--- src/shared/pio_defs.svh ---
`ifndef PIO_DEFS_SVH
`define PIO_DEFS_SVH

// Register offsets on the plain register port
`define PIO_OFS_A_DATA 8'h00
`define PIO_OFS_B_DATA 8'h01
`define PIO_OFS_C_DATA 8'h02
`define PIO_OFS_D_DATA 8'h03
`define PIO_OFS_A_DIR  8'h04
`define PIO_OFS_B_DIR  8'h05
`define PIO_OFS_C_DIR  8'h06
`define PIO_OFS_D_DIR  8'h07
`define PIO_OFS_E_DATA 8'h08
`define PIO_OFS_F_DATA 8'h09
`define PIO_OFS_G_DATA 8'h0a
`define PIO_OFS_H_DATA 8'h0b
`define PIO_OFS_E_DIR  8'h0c
`define PIO_OFS_F_DIR  8'h0d
`define PIO_OFS_G_DIR  8'h0e
`define PIO_OFS_H_DIR  8'h0f

// Implemented bits per port
`define PIO_W_A 8
`define PIO_W_B 8
`define PIO_W_C 6
`define PIO_W_D 8
`define PIO_W_E 8
`define PIO_W_F 7
`define PIO_W_G 3
`define PIO_W_H 2

// Field positions and reset values
`define PIO_SYSCLK_BIT 7
`define PIO_SYSCLK_PIN 2
`define PIO_DIR_RST    8'h00
`define PIO_B_CHANNELS 5'h08
`define PIO_SYNC_STAGES 2

`endif

--- src/shared/pio_pkg.sv ---
`default_nettype none

package pio_pkg;

  // One register port request
  typedef struct packed {
    logic [7:0] addr;
    logic [7:0] wdata;
    logic       wr;
    logic       rd;
  } pio_bus_req_type;

  // All fifty pins, one field per port
  typedef struct packed {
    logic [7:0] a;
    logic [7:0] b;
    logic [5:0] c;
    logic [7:0] d;
    logic [7:0] e;
    logic [6:0] f;
    logic [2:0] g;
    logic [1:0] h;
  } pio_pad_type;

endpackage

`default_nettype wire

--- src/verilog/pio_port.sv ---
`timescale 1ns/1ps
`default_nettype none
`include "pio_defs.svh"

module pio_port #(
  parameter int W = 8
) (
  input  wire logic         clk,
  input  wire logic         rst_n,
  input  wire logic         wr_data_en,
  input  wire logic         wr_dir_en,
  input  wire logic [W-1:0] wr_val,
  input  wire logic [W-1:0] pin_in,
  input  wire logic [W-1:0] analog,
  output logic      [W-1:0] latch_q,
  output logic      [W-1:0] dir_q,
  output logic      [W-1:0] pin_oe,
  output logic      [W-1:0] rd_val
);
  import pio_pkg::*;

  logic [W-1:0] latch_reg;
  logic [W-1:0] dir_reg;
  logic [W-1:0] level;

  // Latch has no reset: its content survives a reset untouched
  always_ff @(posedge clk) begin
    if (wr_data_en) begin
      latch_reg <= wr_val;
    end
  end

  // Direction comes out of reset as all inputs
  always_ff @(posedge clk or negedge rst_n) begin
    if (!rst_n) begin
      dir_reg <= W'(`PIO_DIR_RST);
    end else if (wr_dir_en) begin
      dir_reg <= wr_val;
    end
  end

  // Pin levels are synchronised before software sees them
  pio_sync #(.W(W)) u_sync (
    .clk   (clk),
    .rst_n (rst_n),
    .d     (pin_in),
    .q     (level)
  );

  // Converter pins never drive; reads pick latch, pin or zero
  assign pin_oe  = dir_reg & ~analog;
  assign rd_val  = (dir_reg & latch_reg) | (~dir_reg & ~analog & level);
  assign latch_q = latch_reg;
  assign dir_q   = dir_reg;
endmodule
`default_nettype wire

--- src/verilog/pio_sync.sv ---
`timescale 1ns/1ps
`default_nettype none
`include "pio_defs.svh"

module pio_sync #(
  parameter int W = 8
) (
  input  wire logic         clk,
  input  wire logic         rst_n,
  input  wire logic [W-1:0] d,
  output logic      [W-1:0] q
);
  import pio_pkg::*;

  logic [W-1:0] meta_reg;
  logic [W-1:0] sync_reg;

  // Two stages; only the second stage is ever read
  always_ff @(posedge clk or negedge rst_n) begin
    if (!rst_n) begin
      meta_reg <= '0;
      sync_reg <= '0;
    end else begin
      meta_reg <= d;
      sync_reg <= meta_reg;
    end
  end

  assign q = sync_reg;
endmodule
`default_nettype wire

--- src/verilog/pio_top.sv ---
// Function
// - Direction bit one enables pin driver
// - Reset clears port A and B directions
// - Reset leaves data latches unchanged
// - Output bit reads back its latch
// - Input bit reads the pin level
// - Data writes always update the latch
// - Latch writes never disturb input reads
// - Converter pin as input reads zero
// - Converter pins ignore direction for driving
// - Channel select decides converter or GPIO
// - Sixteen registers at offsets 0x00 to 0x0F
// - Fifty pins across the port bank
// - Port C holds six data bits
// - Port C direction bit 7 drives clock
// - Reset clears port C direction and enable
`timescale 1ns/1ps
`default_nettype none
`include "pio_defs.svh"

module pio_top (
  input  wire logic                     clk,
  input  wire logic                     rst_n,
  input  wire pio_pkg::pio_bus_req_type bus_req,
  output logic [7:0]                    rd_data,
  input  wire logic [4:0]               converter_channel_select,
  input  wire pio_pkg::pio_pad_type     pad_in,
  output var  pio_pkg::pio_pad_type     pad_out,
  output var  pio_pkg::pio_pad_type     pad_oe
);
  import pio_pkg::*;

  // Address decode
  wire       wr = bus_req.wr;
  wire [7:0] wv = bus_req.wdata;
  wire       sel_a_data = (bus_req.addr == `PIO_OFS_A_DATA);
  wire       sel_b_data = (bus_req.addr == `PIO_OFS_B_DATA);
  wire       sel_c_data = (bus_req.addr == `PIO_OFS_C_DATA);
  wire       sel_d_data = (bus_req.addr == `PIO_OFS_D_DATA);
  wire       sel_a_dir  = (bus_req.addr == `PIO_OFS_A_DIR);
  wire       sel_b_dir  = (bus_req.addr == `PIO_OFS_B_DIR);
  wire       sel_c_dir  = (bus_req.addr == `PIO_OFS_C_DIR);
  wire       sel_d_dir  = (bus_req.addr == `PIO_OFS_D_DIR);
  wire       sel_e_data = (bus_req.addr == `PIO_OFS_E_DATA);
  wire       sel_f_data = (bus_req.addr == `PIO_OFS_F_DATA);
  wire       sel_g_data = (bus_req.addr == `PIO_OFS_G_DATA);
  wire       sel_h_data = (bus_req.addr == `PIO_OFS_H_DATA);
  wire       sel_e_dir  = (bus_req.addr == `PIO_OFS_E_DIR);
  wire       sel_f_dir  = (bus_req.addr == `PIO_OFS_F_DIR);
  wire       sel_g_dir  = (bus_req.addr == `PIO_OFS_G_DIR);
  wire       sel_h_dir  = (bus_req.addr == `PIO_OFS_H_DIR);

  // Converter owns one port B pin when its channel lies in 0..7
  wire       chan_on_b = (converter_channel_select < `PIO_B_CHANNELS);
  wire [7:0] analog_b  = chan_on_b ? (8'h01 << converter_channel_select[2:0]) : 8'h00;

  logic [7:0] latch_a, dir_a, oe_a, rv_a;
  logic [7:0] latch_b, dir_b, oe_b, rv_b;
  logic [5:0] latch_c, dir_c, oe_c, rv_c;
  logic [7:0] latch_d, dir_d, oe_d, rv_d;
  logic [7:0] latch_e, dir_e, oe_e, rv_e;
  logic [6:0] latch_f, dir_f, oe_f, rv_f;
  logic [2:0] latch_g, dir_g, oe_g, rv_g;
  logic [1:0] latch_h, dir_h, oe_h, rv_h;
  logic       sysclk_out_enable_reg;
  logic [7:0] rd_next;
  logic [7:0] rd_data_reg;

  // One slice per port; narrow ports simply hold fewer flops
  pio_port #(.W(`PIO_W_A)) u_port_a (
    .clk        (clk),
    .rst_n      (rst_n),
    .wr_data_en (wr & sel_a_data),
    .wr_dir_en  (wr & sel_a_dir),
    .wr_val     (wv),
    .pin_in     (pad_in.a),
    .analog     (8'h00),
    .latch_q    (latch_a),
    .dir_q      (dir_a),
    .pin_oe     (oe_a),
    .rd_val     (rv_a)
  );

  pio_port #(.W(`PIO_W_B)) u_port_b (
    .clk        (clk),
    .rst_n      (rst_n),
    .wr_data_en (wr & sel_b_data),
    .wr_dir_en  (wr & sel_b_dir),
    .wr_val     (wv),
    .pin_in     (pad_in.b),
    .analog     (analog_b),
    .latch_q    (latch_b),
    .dir_q      (dir_b),
    .pin_oe     (oe_b),
    .rd_val     (rv_b)
  );

  pio_port #(.W(`PIO_W_C)) u_port_c (
    .clk        (clk),
    .rst_n      (rst_n),
    .wr_data_en (wr & sel_c_data),
    .wr_dir_en  (wr & sel_c_dir),
    .wr_val     (wv[5:0]),
    .pin_in     (pad_in.c),
    .analog     (6'h00),
    .latch_q    (latch_c),
    .dir_q      (dir_c),
    .pin_oe     (oe_c),
    .rd_val     (rv_c)
  );

  pio_port #(.W(`PIO_W_D)) u_port_d (
    .clk        (clk),
    .rst_n      (rst_n),
    .wr_data_en (wr & sel_d_data),
    .wr_dir_en  (wr & sel_d_dir),
    .wr_val     (wv),
    .pin_in     (pad_in.d),
    .analog     (8'h00),
    .latch_q    (latch_d),
    .dir_q      (dir_d),
    .pin_oe     (oe_d),
    .rd_val     (rv_d)
  );

  pio_port #(.W(`PIO_W_E)) u_port_e (
    .clk        (clk),
    .rst_n      (rst_n),
    .wr_data_en (wr & sel_e_data),
    .wr_dir_en  (wr & sel_e_dir),
    .wr_val     (wv),
    .pin_in     (pad_in.e),
    .analog     (8'h00),
    .latch_q    (latch_e),
    .dir_q      (dir_e),
    .pin_oe     (oe_e),
    .rd_val     (rv_e)
  );

  pio_port #(.W(`PIO_W_F)) u_port_f (
    .clk        (clk),
    .rst_n      (rst_n),
    .wr_data_en (wr & sel_f_data),
    .wr_dir_en  (wr & sel_f_dir),
    .wr_val     (wv[6:0]),
    .pin_in     (pad_in.f),
    .analog     (7'h00),
    .latch_q    (latch_f),
    .dir_q      (dir_f),
    .pin_oe     (oe_f),
    .rd_val     (rv_f)
  );

  pio_port #(.W(`PIO_W_G)) u_port_g (
    .clk        (clk),
    .rst_n      (rst_n),
    .wr_data_en (wr & sel_g_data),
    .wr_dir_en  (wr & sel_g_dir),
    .wr_val     (wv[2:0]),
    .pin_in     (pad_in.g),
    .analog     (3'h0),
    .latch_q    (latch_g),
    .dir_q      (dir_g),
    .pin_oe     (oe_g),
    .rd_val     (rv_g)
  );

  pio_port #(.W(`PIO_W_H)) u_port_h (
    .clk        (clk),
    .rst_n      (rst_n),
    .wr_data_en (wr & sel_h_data),
    .wr_dir_en  (wr & sel_h_dir),
    .wr_val     (wv[1:0]),
    .pin_in     (pad_in.h),
    .analog     (2'h0),
    .latch_q    (latch_h),
    .dir_q      (dir_h),
    .pin_oe     (oe_h),
    .rd_val     (rv_h)
  );

  // Clock-out enable lives in bit 7 of the port C direction register
  always_ff @(posedge clk or negedge rst_n) begin
    if (!rst_n) begin
      sysclk_out_enable_reg <= 1'b0;
    end else if (wr && sel_c_dir) begin
      sysclk_out_enable_reg <= wv[`PIO_SYSCLK_BIT];
    end
  end

  // Pin 2 of port C carries the bus clock while enabled; its own
  // direction bit is ignored then. The pad sees a gated copy of clk,
  // so keep it away from any logic inside this block.
  wire c2_out = sysclk_out_enable_reg ? clk : latch_c[`PIO_SYSCLK_PIN];
  wire c2_oe  = sysclk_out_enable_reg | oe_c[`PIO_SYSCLK_PIN];

  // Fifty pins gathered back into the pad structs
  assign pad_out = {latch_a, latch_b, latch_c[5:3], c2_out, latch_c[1:0],
                    latch_d, latch_e, latch_f, latch_g, latch_h};
  assign pad_oe  = {oe_a, oe_b, oe_c[5:3], c2_oe, oe_c[1:0],
                    oe_d, oe_e, oe_f, oe_g, oe_h};

  // Read select; narrow registers pad with zeros above their bits, except port C direction, whose bit 7 reads the clock-out enable
  always_comb begin
    case (bus_req.addr)
      `PIO_OFS_A_DATA: rd_next = rv_a;
      `PIO_OFS_B_DATA: rd_next = rv_b;
      `PIO_OFS_C_DATA: rd_next = {2'h0, rv_c};
      `PIO_OFS_D_DATA: rd_next = rv_d;
      `PIO_OFS_A_DIR:  rd_next = dir_a;
      `PIO_OFS_B_DIR:  rd_next = dir_b;
      `PIO_OFS_C_DIR:  rd_next = {sysclk_out_enable_reg, 1'b0, dir_c};
      `PIO_OFS_D_DIR:  rd_next = dir_d;
      `PIO_OFS_E_DATA: rd_next = rv_e;
      `PIO_OFS_F_DATA: rd_next = {1'b0, rv_f};
      `PIO_OFS_G_DATA: rd_next = {5'h00, rv_g};
      `PIO_OFS_H_DATA: rd_next = {6'h00, rv_h};
      `PIO_OFS_E_DIR:  rd_next = dir_e;
      `PIO_OFS_F_DIR:  rd_next = {1'b0, dir_f};
      `PIO_OFS_G_DIR:  rd_next = {5'h00, dir_g};
      `PIO_OFS_H_DIR:  rd_next = {6'h00, dir_h};
      default:         rd_next = 8'h00;
    endcase
  end

  // Read data stands only in the cycle after the strobe
  always_ff @(posedge clk or negedge rst_n) begin
    if (!rst_n) begin
      rd_data_reg <= 8'h00;
    end else begin
      rd_data_reg <= bus_req.rd ? rd_next : 8'h00;
    end
  end

  assign rd_data = rd_data_reg;
endmodule
`default_nettype wire
--- config.mk ---
export PLATFORM = sky130hd
export DESIGN_NAME = pio_top
export DESIGN_NICKNAME = d
export VERILOG_FILES = /design/src/shared/pio_pkg.sv /design/src/verilog/pio_port.sv /design/src/verilog/pio_sync.sv /design/src/verilog/pio_top.sv
export VERILOG_INCLUDE_DIRS = /design/src /design/src/shared
export SDC_FILE = /design/constraint.sdc
export NUM_CORES = 1
export LEC_CHECK = 0
export ABC_AREA = 1
export BUFFER_PORTS_ARGS = -buffer_cell sky130_fd_sc_hd__buf_2
export CAP_MARGIN = 20
export CORE_UTILIZATION = 35
export CTS_CLUSTER_DIAMETER = 80
export DETAILED_ROUTE_END_ITERATION = 8
export MAX_ROUTING_LAYER = met4
export PLACE_DENSITY = 0.57
export SETUP_SLACK_MARGIN = 0.2
export SKIP_CTS_REPAIR_TIMING = 1
export SYNTH_ARGS = -nofsm -noshare
export SYNTH_HDL_FRONTEND = slang
export SYNTH_SLANG_ARGS = --single-unit
--- constraint.sdc ---
create_clock -name clk -period 1 [get_ports clk]
set_input_delay 0.05 -clock clk [delete_from_list [all_inputs] [get_ports clk]]
set_output_delay 0.05 -clock clk [all_outputs]
set_load 0.005 [all_outputs]
Yosys cells after proc, flatten, opt, wreduce, memory -nomap -nowiden
Index checks and enable logic that the tools add are counted.
{"block": "word_totals", "ff_bits": 209, "input_bits": 75, "out_inout_bits": 108}
{"block": "op_classes", "n_lt_le_gt_ge": 1, "n_eq_ne": 15, "n_shift": 1, "mux": 4, "bitwise": 52, "n_reduce_logical": 2}
{"op": "case mux 8 bit (16 select lines)", "count": 1}
{"op": "bitwise AND 8 bit", "count": 10}
{"op": "equality test 8 x 4 -> 1 bit (second input constant)", "count": 8}
{"op": "NOT 8 bit", "count": 5}
{"op": "equality test 8 x 3 -> 1 bit (second input constant)", "count": 4}
{"op": "OR 8 bit", "count": 4}
{"op": "bitwise AND 1 bit", "count": 16}
{"op": "equality test 8 x 2 -> 1 bit (second input constant)", "count": 2}
{"op": "2-to-1 mux 8 bit", "count": 2}
{"op": "bitwise AND 7 bit", "count": 2}
{"op": "bitwise AND 6 bit", "count": 2}
{"op": "equality test 8 x 1 -> 1 bit (second input constant)", "count": 1}
{"op": "logical NOT 8 bit", "count": 1}
{"op": "<< shifter 1 x 3 -> 8 bit (first input constant)", "count": 1}
{"op": "NOT 7 bit", "count": 1}
{"op": "OR 7 bit", "count": 1}
{"op": "bitwise AND 3 bit", "count": 2}
{"op": "NOT 6 bit", "count": 1}
{"op": "OR 6 bit", "count": 1}
{"op": "< comparator 5 x 4 -> 1 bit (second input constant)", "count": 1}
{"op": "bitwise AND 2 bit", "count": 2}
{"op": "NOT 3 bit", "count": 1}
{"op": "OR 3 bit", "count": 1}
{"op": "NOT 2 bit", "count": 1}
{"op": "other kinds (4)", "count": 4}

Logic depth before layout (Yosys ltp)
Gate-level depths: netlist of run 1.
{"block": "logic_depth", "ltp_word": 8, "depth_mapped": 11, "ltp_nobuf": 9}

Modules after synthesis
From an unflattened synthesis of run 1, not the netlist that was laid out.
{"block": "hier_totals", "cells_unflattened": 918, "hier_area_um2": 8610.8}
{"module": "pio_port at u_port_a ...", "instances": 4, "cells_per_inst": 81, "area_each_um2": 701.9, "seq_area_each_um2": 440.4}
{"module": "pio_top", "instances": 1, "cells_per_inst": 312, "area_each_um2": 1705.4, "seq_area_each_um2": 225.2}
{"module": "pio_sync at u_port_a.u_sync ...", "instances": 4, "cells_per_inst": 16, "area_each_um2": 400.4, "seq_area_each_um2": 400.4}
{"module": "pio_port at u_port_f", "instances": 1, "cells_per_inst": 71, "area_each_um2": 626.9, "seq_area_each_um2": 385.4}
{"module": "pio_port at u_port_c", "instances": 1, "cells_per_inst": 61, "area_each_um2": 533.0, "seq_area_each_um2": 330.3}
{"module": "pio_sync at u_port_f.u_sync", "instances": 1, "cells_per_inst": 14, "area_each_um2": 350.3, "seq_area_each_um2": 350.3}
{"module": "pio_sync at u_port_c.u_sync", "instances": 1, "cells_per_inst": 12, "area_each_um2": 300.3, "seq_area_each_um2": 300.3}
{"module": "pio_port at u_port_g", "instances": 1, "cells_per_inst": 30, "area_each_um2": 259.0, "seq_area_each_um2": 165.2}
{"module": "pio_port at u_port_h", "instances": 1, "cells_per_inst": 20, "area_each_um2": 176.4, "seq_area_each_um2": 110.1}
{"module": "pio_sync at u_port_g.u_sync", "instances": 1, "cells_per_inst": 6, "area_each_um2": 150.1, "seq_area_each_um2": 150.1}
{"module": "pio_sync at u_port_h.u_sync", "instances": 1, "cells_per_inst": 4, "area_each_um2": 100.1, "seq_area_each_um2": 100.1}

==> results of run 1 <==
area by class of cell:
| cell class | instances | area (um^2) |
|---|---|---|
| Clock inverter | 10 | 104 |
| Fill cell | 1822 | 8660 |
| Sequential cell | 209 | 5500 |
| Clock buffer | 36 | 739 |
| Tap cell | 313 | 392 |
| Timing Repair Buffer | 475 | 4380 |
| Inverter | 86 | 337 |
| Multi-Input combinational cell | 484 | 2670 |
stage by stage:
stage / setup slack, ns / total power, mW / hold WS [ns]
2_1_floorplan: -0.191 / 9.82 / -0.246
3_3_place_gp: -0.349 / 10.8 / -0.0342
3_5_place_dp: -0.358 / 10.8 / -0.0315
4_1_cts: -0.541 / 20.0 / -0.679
5_1_grt: -0.509 / 21.2 / -0.0812
6_report: -0.463 / 20.5 / -0.104
layout by cell type (no fill, tap or decap), types with 2 or more instances in the layout:
cell type	instances
a21oi_1	4
buf_12	9
buf_2	93
buf_4	107
buf_6	207
bufinv_16	2
clkbuf_1	4
clkbuf_16	26
clkbuf_8	5
clkinv_2	5
dfrtp_1	140
dfrtp_2	19
dlygate4sd3_1	60
edfxtp_1	50
inv_1	67
inv_2	15
inv_4	3
inv_6	2
nand2_1	138
nand2_2	51
nand2_4	10
nand3_1	65
nand3_2	13
nand3_4	2
nand4_1	3
nor2_1	70
nor2_2	8
nor2_4	17
nor4_4	2
o21ai_0	22
o21ai_1	49
o21ai_2	23
o21ai_4	2
worst min path at each step:
stage	cells past startpoint	to	startpoint	slack, ns
2_1_floorplan	0	rd_data[0]	rst_n	-0.25
3_3_place_gp	1	u_port_g.u_sync.q[2]	rst_n	-0.03
3_5_place_dp	1	u_port_g.u_sync.q[0]	rst_n	-0.03
4_1_cts	1	u_port_d.dir_q[0]	rst_n	-0.68
5_1_grt	2	u_port_g.u_sync.q[0]	rst_n	-0.08
6_report	2	u_port_f.u_sync.q[2]	rst_n	-0.10
per-layer routing:
metal  up-vias  global-route usage [%]
li1       3558                       -
met1      3569                    28.3
met2       291                    33.7
met3        59                    3.42
met4         0                    6.84
met5         -                       -
report_power, final:
part           switching, mW  leakage, nW  internal, mW  total (mW)
combinational          0.972         3.92          1.13        2.10
clock                   3.49        0.428          5.63        9.12
sequential             0.202         2.40          9.06        9.26
cells by family (layout without fill, tap and decap cells):
family,after synthesis,after routing,synth area share [%]
and+or+nand+nor,381,381,20.1
DFF,209,209,67.1
AOI/OAI and AO/OA,103,103,6.34
buffers and inverters,112,607,6.48
worst register-to-register path, cell delays in order (launching register included):
cell,delay [ns]
dfrtp_2,0.44
buf_4,0.15
nand2_2,0.07
o21ai_4,0.06
nand3_2,0.06
nand2_2,0.06
nor2_2,0.14
nand3_1,0.09
nor2_1,0.10
nor2_1,0.04
==> summary.md, run 1 <==
| Metric | Value |
|---|---|
| Status | `finished with violations` |
| Failing checks | `hold timing, setup timing` |
| FF-to-FF path depth | `9` |
| Mapped Cells | `805` |
| Pwr dens | `1450 nW/um^2` |
| Min cycle time layout | `1.46 ns` |
| Hold Crit Class | `input pin to asynchronous set/reset pin` |
| Antenna Nets Post-Route | `0` |
| Port buffer count | `182` |
| Detail Route met3 WL | `around 1.5 mm` |
| Worst EP arrival | `1.41 ns` |
| Max Transition Viols Final | `0` |
| Synth top area share | `48.7%` |
| Max FO, Critical Path | `4` |
| Period Utilization, post-route | `146%` |
| DRT iter0 DRCs | `369` |
| Sequential area share after synthesis | `approximately 67%` |
| Initial antenna violation count | `0` |
| Max Clk Rate | `0.684 GHz` |
| Reg2Reg Launch Point | `u_port_f.dir_q[4]` |
| Placed cell areas | `about 11000 um^2` |
| Cell Area, Synth | `about 8200 um^2` |
| Initial core utilization | `35.8%` |
| Unique masters post-synth | `25` |
| Full die area | `between 20000 and 25000 um^2` |
| CP required | `0.95 ns` |
| Final core occ | `62.0%` |
| Crit path max-delay family | `flip-flops` |
| Tot GR Track Use | `a little over a fifth` |
| First-pass GRT wire length | `roughly 37 mm` |
| Smallest hold slack | `-0.104 ns` |
| Post-synth ARST share | `around three quarters` |
| TritonCTS clock tree | `yes` |
| RePlAce Congestion | `0.906` |
| Critical path type | `register to primary output` |
| Crit path launch type | `register` |
| Pin count of the biggest net entering global routing | `38` |
| Final hold viol count | `21` |
| Critical Path Source | `u_port_b.dir_q[5]` |
| Min setup slack post-route | `-0.463 ns` |
| CP endpoint | `pad_oe[39]` |
| Flop and latch count out of synthesis | `around 210` |
| P_leak | `a little under 7 nW` |
| Vias | `between 7000 and 8000` |
| Worst-margin pin slew | `0.552 ns` |
| EDFF count, synth | `50` |
| Area grow syn2layout | `73.0%` |
| Clk Latency, worst-skew pair | `0.63 ns` |
| Count leader, synth | `nand2_1` |
| Worst path depth | `4` |
| Setup TNS | `-37.76 ns` |
| Leading cell types by count after synthesis | `193 x nand2_1, 159 x dfrtp_1, 84 x nor2_1` |
| GRT overflow | `0` |
| Worst path slowest cell | `dfrtp_1` |
| Critical Path Sink Type | `primary output` |
| # IOs | `between 150 and 200` |
| Bufs and invs on worst path | `3` |
| Most used DFF post-synth | `dfrtp_1` |
| Maximum VDD drop | `1110 uV` |
| Design area | `14100 um^2` |
| Detailed placement HPWL | `18.2 mm` |
| DR top layer | `met4` |
| Cells after DPL | `1463` |
| Die X | `about 150 um` |
| Max-cap viol count | `0` |
| Vias/cell | `4.64` |
| Synth top area cells | `dfrtp_1 49%, edfxtp_1 18%, nand2_1 8.9%, nand3_1 4.7%, o21ai_0 4.6%` |
| Final Setup Violations | `118` |
| Wirelength, routed | `26.4 mm` |
| Relative slew margins | `63.1%` |
| Unrepaired setup endpoints after global routing | `true` |
| Vias in the first global route | `6726` |
| Cell Count, Final, Fillers Out | `1613` |
| Nets | `1358` |
| R2R Setup Slk | `-0.33 ns` |
| Routed length per instance | `16.4 um` |
| Synth warnings | `0` |
| Drc violations | `0` |
| Met2 wire len | `12.7 mm` |
| Clk slew on worst S/H paths | `0.06 ns` |
| Clock skew | `0.00956 ns` |
| Die Y-Extent | `roughly 150 um` |
| Layout cells sized above 1 | `about 48%` |
| Post-synthesis net count | `880` |
| Worst r2r dst | `rd_data[4]` |
| M1 wire length | `between 10 and 15 mm` |
| FP Rows | `55` |
| N_diodes | `0` |
| Mean Syn Cell Area | `10.1 um^2` |
| Core ar. | `22800 um^2` |
| Crit-path cells | `inv_2 -> buf_6 -> nor2_4 -> buf_2` |
| Top cell type by total area after synthesis | `dfrtp_1` |
| First-pass DRT Iterations | `7` |
| Max stage delay on crit path | `0.41 ns` |
Note: power is estimated with default switching activity, not from simulation.
==> run 2: changes to the inputs <==
--- a/config.mk
+++ b/config.mk
@@ -13,9 +13,11 @@
 export CTS_CLUSTER_DIAMETER = 80
 export DETAILED_ROUTE_END_ITERATION = 8
 export MAX_ROUTING_LAYER = met4
-export PLACE_DENSITY = 0.57
+export PLACE_DENSITY = 0.56
 export SETUP_SLACK_MARGIN = 0.2
 export SKIP_CTS_REPAIR_TIMING = 1
 export SYNTH_ARGS = -nofsm -noshare
 export SYNTH_HDL_FRONTEND = slang
+export SYNTH_HIERARCHICAL = 1
 export SYNTH_SLANG_ARGS = --single-unit
+export TNS_END_PERCENT = 50
==> run 2 against run 1 <==
  * The run still ends with hold timing, setup timing left
  * Die area is 5.4% higher
  * Sequential share of layout area increased by 0.57 points
  * Cell count is 11% higher
  * Sequential power increased by 1%
==> summary.md, run 2 <==
| Metric | Value |
|---|---|
| Status | `finished with violations (unchanged)` |
| Failing checks | `hold timing, setup timing (unchanged)` |
| Flop and latch count out of synthesis | `209 (unchanged)` |
| N_diodes | `0 (unchanged)` |
| P_leak | `6.83 nW (was 6.75 nW)` |
| Unrepaired setup endpoints after global routing | `true (unchanged)` |
| Synth top area share | `46.2% (was 48.7%)` |
| Port buffer count | `182 (unchanged)` |
| Smallest hold slack | `-0.120 ns (was -0.104 ns)` |
| Routed length per instance | `15.0 um (was 16.4 um)` |
| Mapped Cells | `918 (was 805)` |
| Post-Synth Simple-Gate Area | `28.1% (was 20.1%)` |
| Initial core utilization | `35.5% (was 35.8%)` |
| First-pass GRT wire length | `39.2 mm (was 37.1 mm)` |
| Area grow syn2layout | `61.0% (was 73.0%)` |
| Detailed placement HPWL | `18.6 mm (was 18.2 mm)` |
| Layout fillers | `2144 (was 1822)` |
| Core ar. | `24200 um^2 (was 22800 um^2)` |
| RePlAce Congestion | `0.896 (was 0.906)` |
| Xor and xnor area share after synthesis | `0% (unchanged)` |
| Cells after DPL | `1618 (was 1463)` |
| Tot GR Track Use | `21.1% (was 21.4%)` |
| Post-synth ARST share | `76.1% (unchanged)` |
| GRT overflow | `0 (unchanged)` |
| Vias/cell | `4.40 (was 4.64)` |
| Die Y-Extent | `159 um (was 155 um)` |
| Maximum VDD drop | `953 uV (was 1110 uV)` |
| Max FO, Critical Path | `2 (was 4)` |
| Pin count of the biggest net entering global routing | `33 (was 38)` |
| Synth top area cells | `dfrtp_1 46%, edfxtp_1 17%, nand2_1 12%, nor2_1 6.6%, nand3_1 5.5% (was dfrtp_1 49%, edfxtp_1 18%, nand2_1 8.9%, nand3_1 4.7%, o21ai_0 4.6%)` |
| Most frequent cells in the layout | `276 x nand2_1, 161 x buf_2, 158 x buf_4, 158 x dfrtp_1, 118 x nor2_1 (was 207 x buf_6, 140 x dfrtp_1, 138 x nand2_1)` |
| # IOs | `183 (unchanged)` |
| Design area | `13900 um^2 (was 14100 um^2)` |
| Nets | `1528 (was 1358)` |
| CP required | `0.95 ns (about the same)` |
| Clk slew on worst S/H paths | `0.06 ns (about the same)` |
| Critical Path Sink Type | `primary output (unchanged)` |
| Most common cell after layout, fill and taps aside | `nand2_1 (was buf_6)` |
| Sw Pwr | `4.99 mW (was 4.66 mW)` |
| Count leader, synth | `nand2_1 (unchanged)` |
| Synth Area in Compound Gates | `3.24% (was 6.34%)` |
| FP Rows | `57 (was 55)` |
| Cell Count, Final, Fillers Out | `1793 (was 1613)` |
| Die X | `159 um (was 155 um)` |
| Synth warnings | `6 (was 0)` |
| Leading cell types by count after synthesis | `280 x nand2_1, 159 x dfrtp_1, 152 x nor2_1 (was 193 x nand2_1, 159 x dfrtp_1, 84 x nor2_1)` |
| Worst EP arrival | `1.46 ns (was 1.41 ns)` |
| Drc violations | `0 (unchanged)` |
| Cell Area, Synth | `8610 um^2 (was 8170 um^2)` |
| First-pass DRT Iterations | `5 (was 7)` |
| Sequential area share after synthesis | `63.6% (was 67.1%)` |
| Main combinational cell family by area after synthesis | `simple AND/OR/NAND/NOR gates (unchanged)` |
| Adder-Cell Fraction of Synth Area | `0% (unchanged)` |
| Hold Crit Class | `input pin to asynchronous set/reset pin (unchanged)` |
| Vias in the first global route | `7042 (was 6726)` |
| Combinational Power Share | `10.9% (was 10.3%)` |
| Period Utilization, post-route | `151% (was 146%)` |
| Multiplexer share of the synthesized area | `0% (unchanged)` |
| Placed cell areas | `11500 um^2 (was 11000 um^2)` |
| Layout cells sized above 1 | `37.8% (was 48.1%)` |
| Most used DFF post-synth | `dfrtp_1 (unchanged)` |
| Clock power frac | `45.6% (was 44.5%)` |
| Clk Latency, worst-skew pair | `0.62 ns (was 0.63 ns)` |
| Final hold viol count | `19 (was 21)` |
| Min cycle time layout | `1.51 ns (was 1.46 ns)` |
| Final Setup Violations | `118 (unchanged)` |
| DRT iter0 DRCs | `506 (was 369)` |
| Crit path launch type | `register (unchanged)` |
| EDFF count, synth | `50 (unchanged)` |
| Full die area | `25200 um^2 (was 23900 um^2)` |
| Mean Syn Cell Area | `9.38 um^2 (was 10.1 um^2)` |
| TritonCTS clock tree | `yes (unchanged)` |
| Antenna Nets Post-Route | `0 (unchanged)` |
| Wirelength, routed | `26.9 mm (was 26.4 mm)` |
| Int Pwr | `16.5 mW (was 15.8 mW)` |
| Initial antenna violation count | `0 (unchanged)` |
| Setup TNS | `-36.23 ns (was -37.76 ns)` |
| Register share of total power | `43.5% (was 45.2%)` |
| Critical path type | `register to primary output (unchanged)` |
| Max-cap viol count | `0 (unchanged)` |
| Unique masters post-synth | `24 (was 25)` |
| Max Clk Rate | `0.664 GHz (was 0.684 GHz)` |
| Total power | `21.5 mW (was 20.5 mW)` |
| Max Transition Viols Final | `0 (unchanged)` |
| Switching share of power | `23.2% (was 22.8%)` |
| Vias | `7894 (was 7477)` |
| Pwr dens | `1550 nW/um^2 (was 1450 nW/um^2)` |
| Clock skew | `0.0197 ns (was 0.00956 ns)` |
| Top cell type by total area after synthesis | `dfrtp_1 (unchanged)` |
| Min setup slack post-route | `-0.506 ns (was -0.463 ns)` |
==> run 2: critical path, cell delays in order, from the launching register on <==
cell     delay [ns]
dfrtp_1        0.39
inv_2          0.06
nor2_1         0.04
or2_4          0.24
buf_6          0.11
==> run 2: kinds of logic (layout without fill, tap and decap cells) <==
group,after synthesis,count (layout)
AND/OR/NAND/NOR,566,566
flip-flops,209,209
buffers and inverters,90,558
AO/OA/AOI/OAI,52,52
other,1,84
==> run 2: power groups by stage <==
stage | sequential, mW | clock (mW) | combinational [mW]
final | 9.37 | 9.82 | 2.34
after global routing | 9.40 | 10.4 | 2.58
after CTS | 9.39 | 10.0 | 1.70
after detailed placement | 9.55 | 0.0735 | 1.68
after global placement | 9.54 | 0.0735 | 1.68
after floorplan | 9.46 | 0.0972 | 0.716
==> run 2: worst paths after layout <==
| check | cells after the start | slack (ns) | from | endpoint |
|---|---|---|---|---|
| max in group asynchronous | 3 | 0.58 | rst_n | u_port_b/u_sync/q[5] |
| setup reg to reg | 10 | -0.28 | u_port_d/dir_q[2] | rd_data[2] |
| hold / removal | 2 | -0.12 | rst_n | u_port_f/dir_q[2] |
| hold reg to reg | 0 | 0.34 | u_port_f/u_sync/meta_reg[5] | u_port_f/u_sync/q[5] |
| min in group clk | 2 | 0.06 | pad_in[18] | u_port_e/u_sync/meta_reg[6] |
| setup / recovery | 4 | -0.51 | u_port_c/dir_q[2] | pad_oe[30] |
==> run 2: layer usage <==
layer	global-route usage, %	vias up	routed length [um]
li1	-	3922	-
met1	29.2	3706	12100
met2	32.7	242	12800
met3	4.00	24	1690
met4	4.02	0	299
met5	-	-	0
==> run 2: area by class of cell <==
cell class                      count  area (um^2)  area share (%)
Clock buffer                       36          719            5.19
Clock inverter                      9          169            1.22
Inverter                           70          270            1.95
Multi-Input combinational cell    702         3340            24.1
Sequential cell                   209         5480            39.5
Tap cell                          324          405            2.92
Timing Repair Buffer              443         3480            25.1
==> run 2: stage by stage <==
step	util, %	worst slack (ns)
2_1_floorplan	-	-0.181
6_report	57.2	-0.506
4_1_cts	51.0	-0.641
3_3_place_gp	47.3	-0.417
3_5_place_dp	47.3	-0.425
5_1_grt	57.2	-0.560
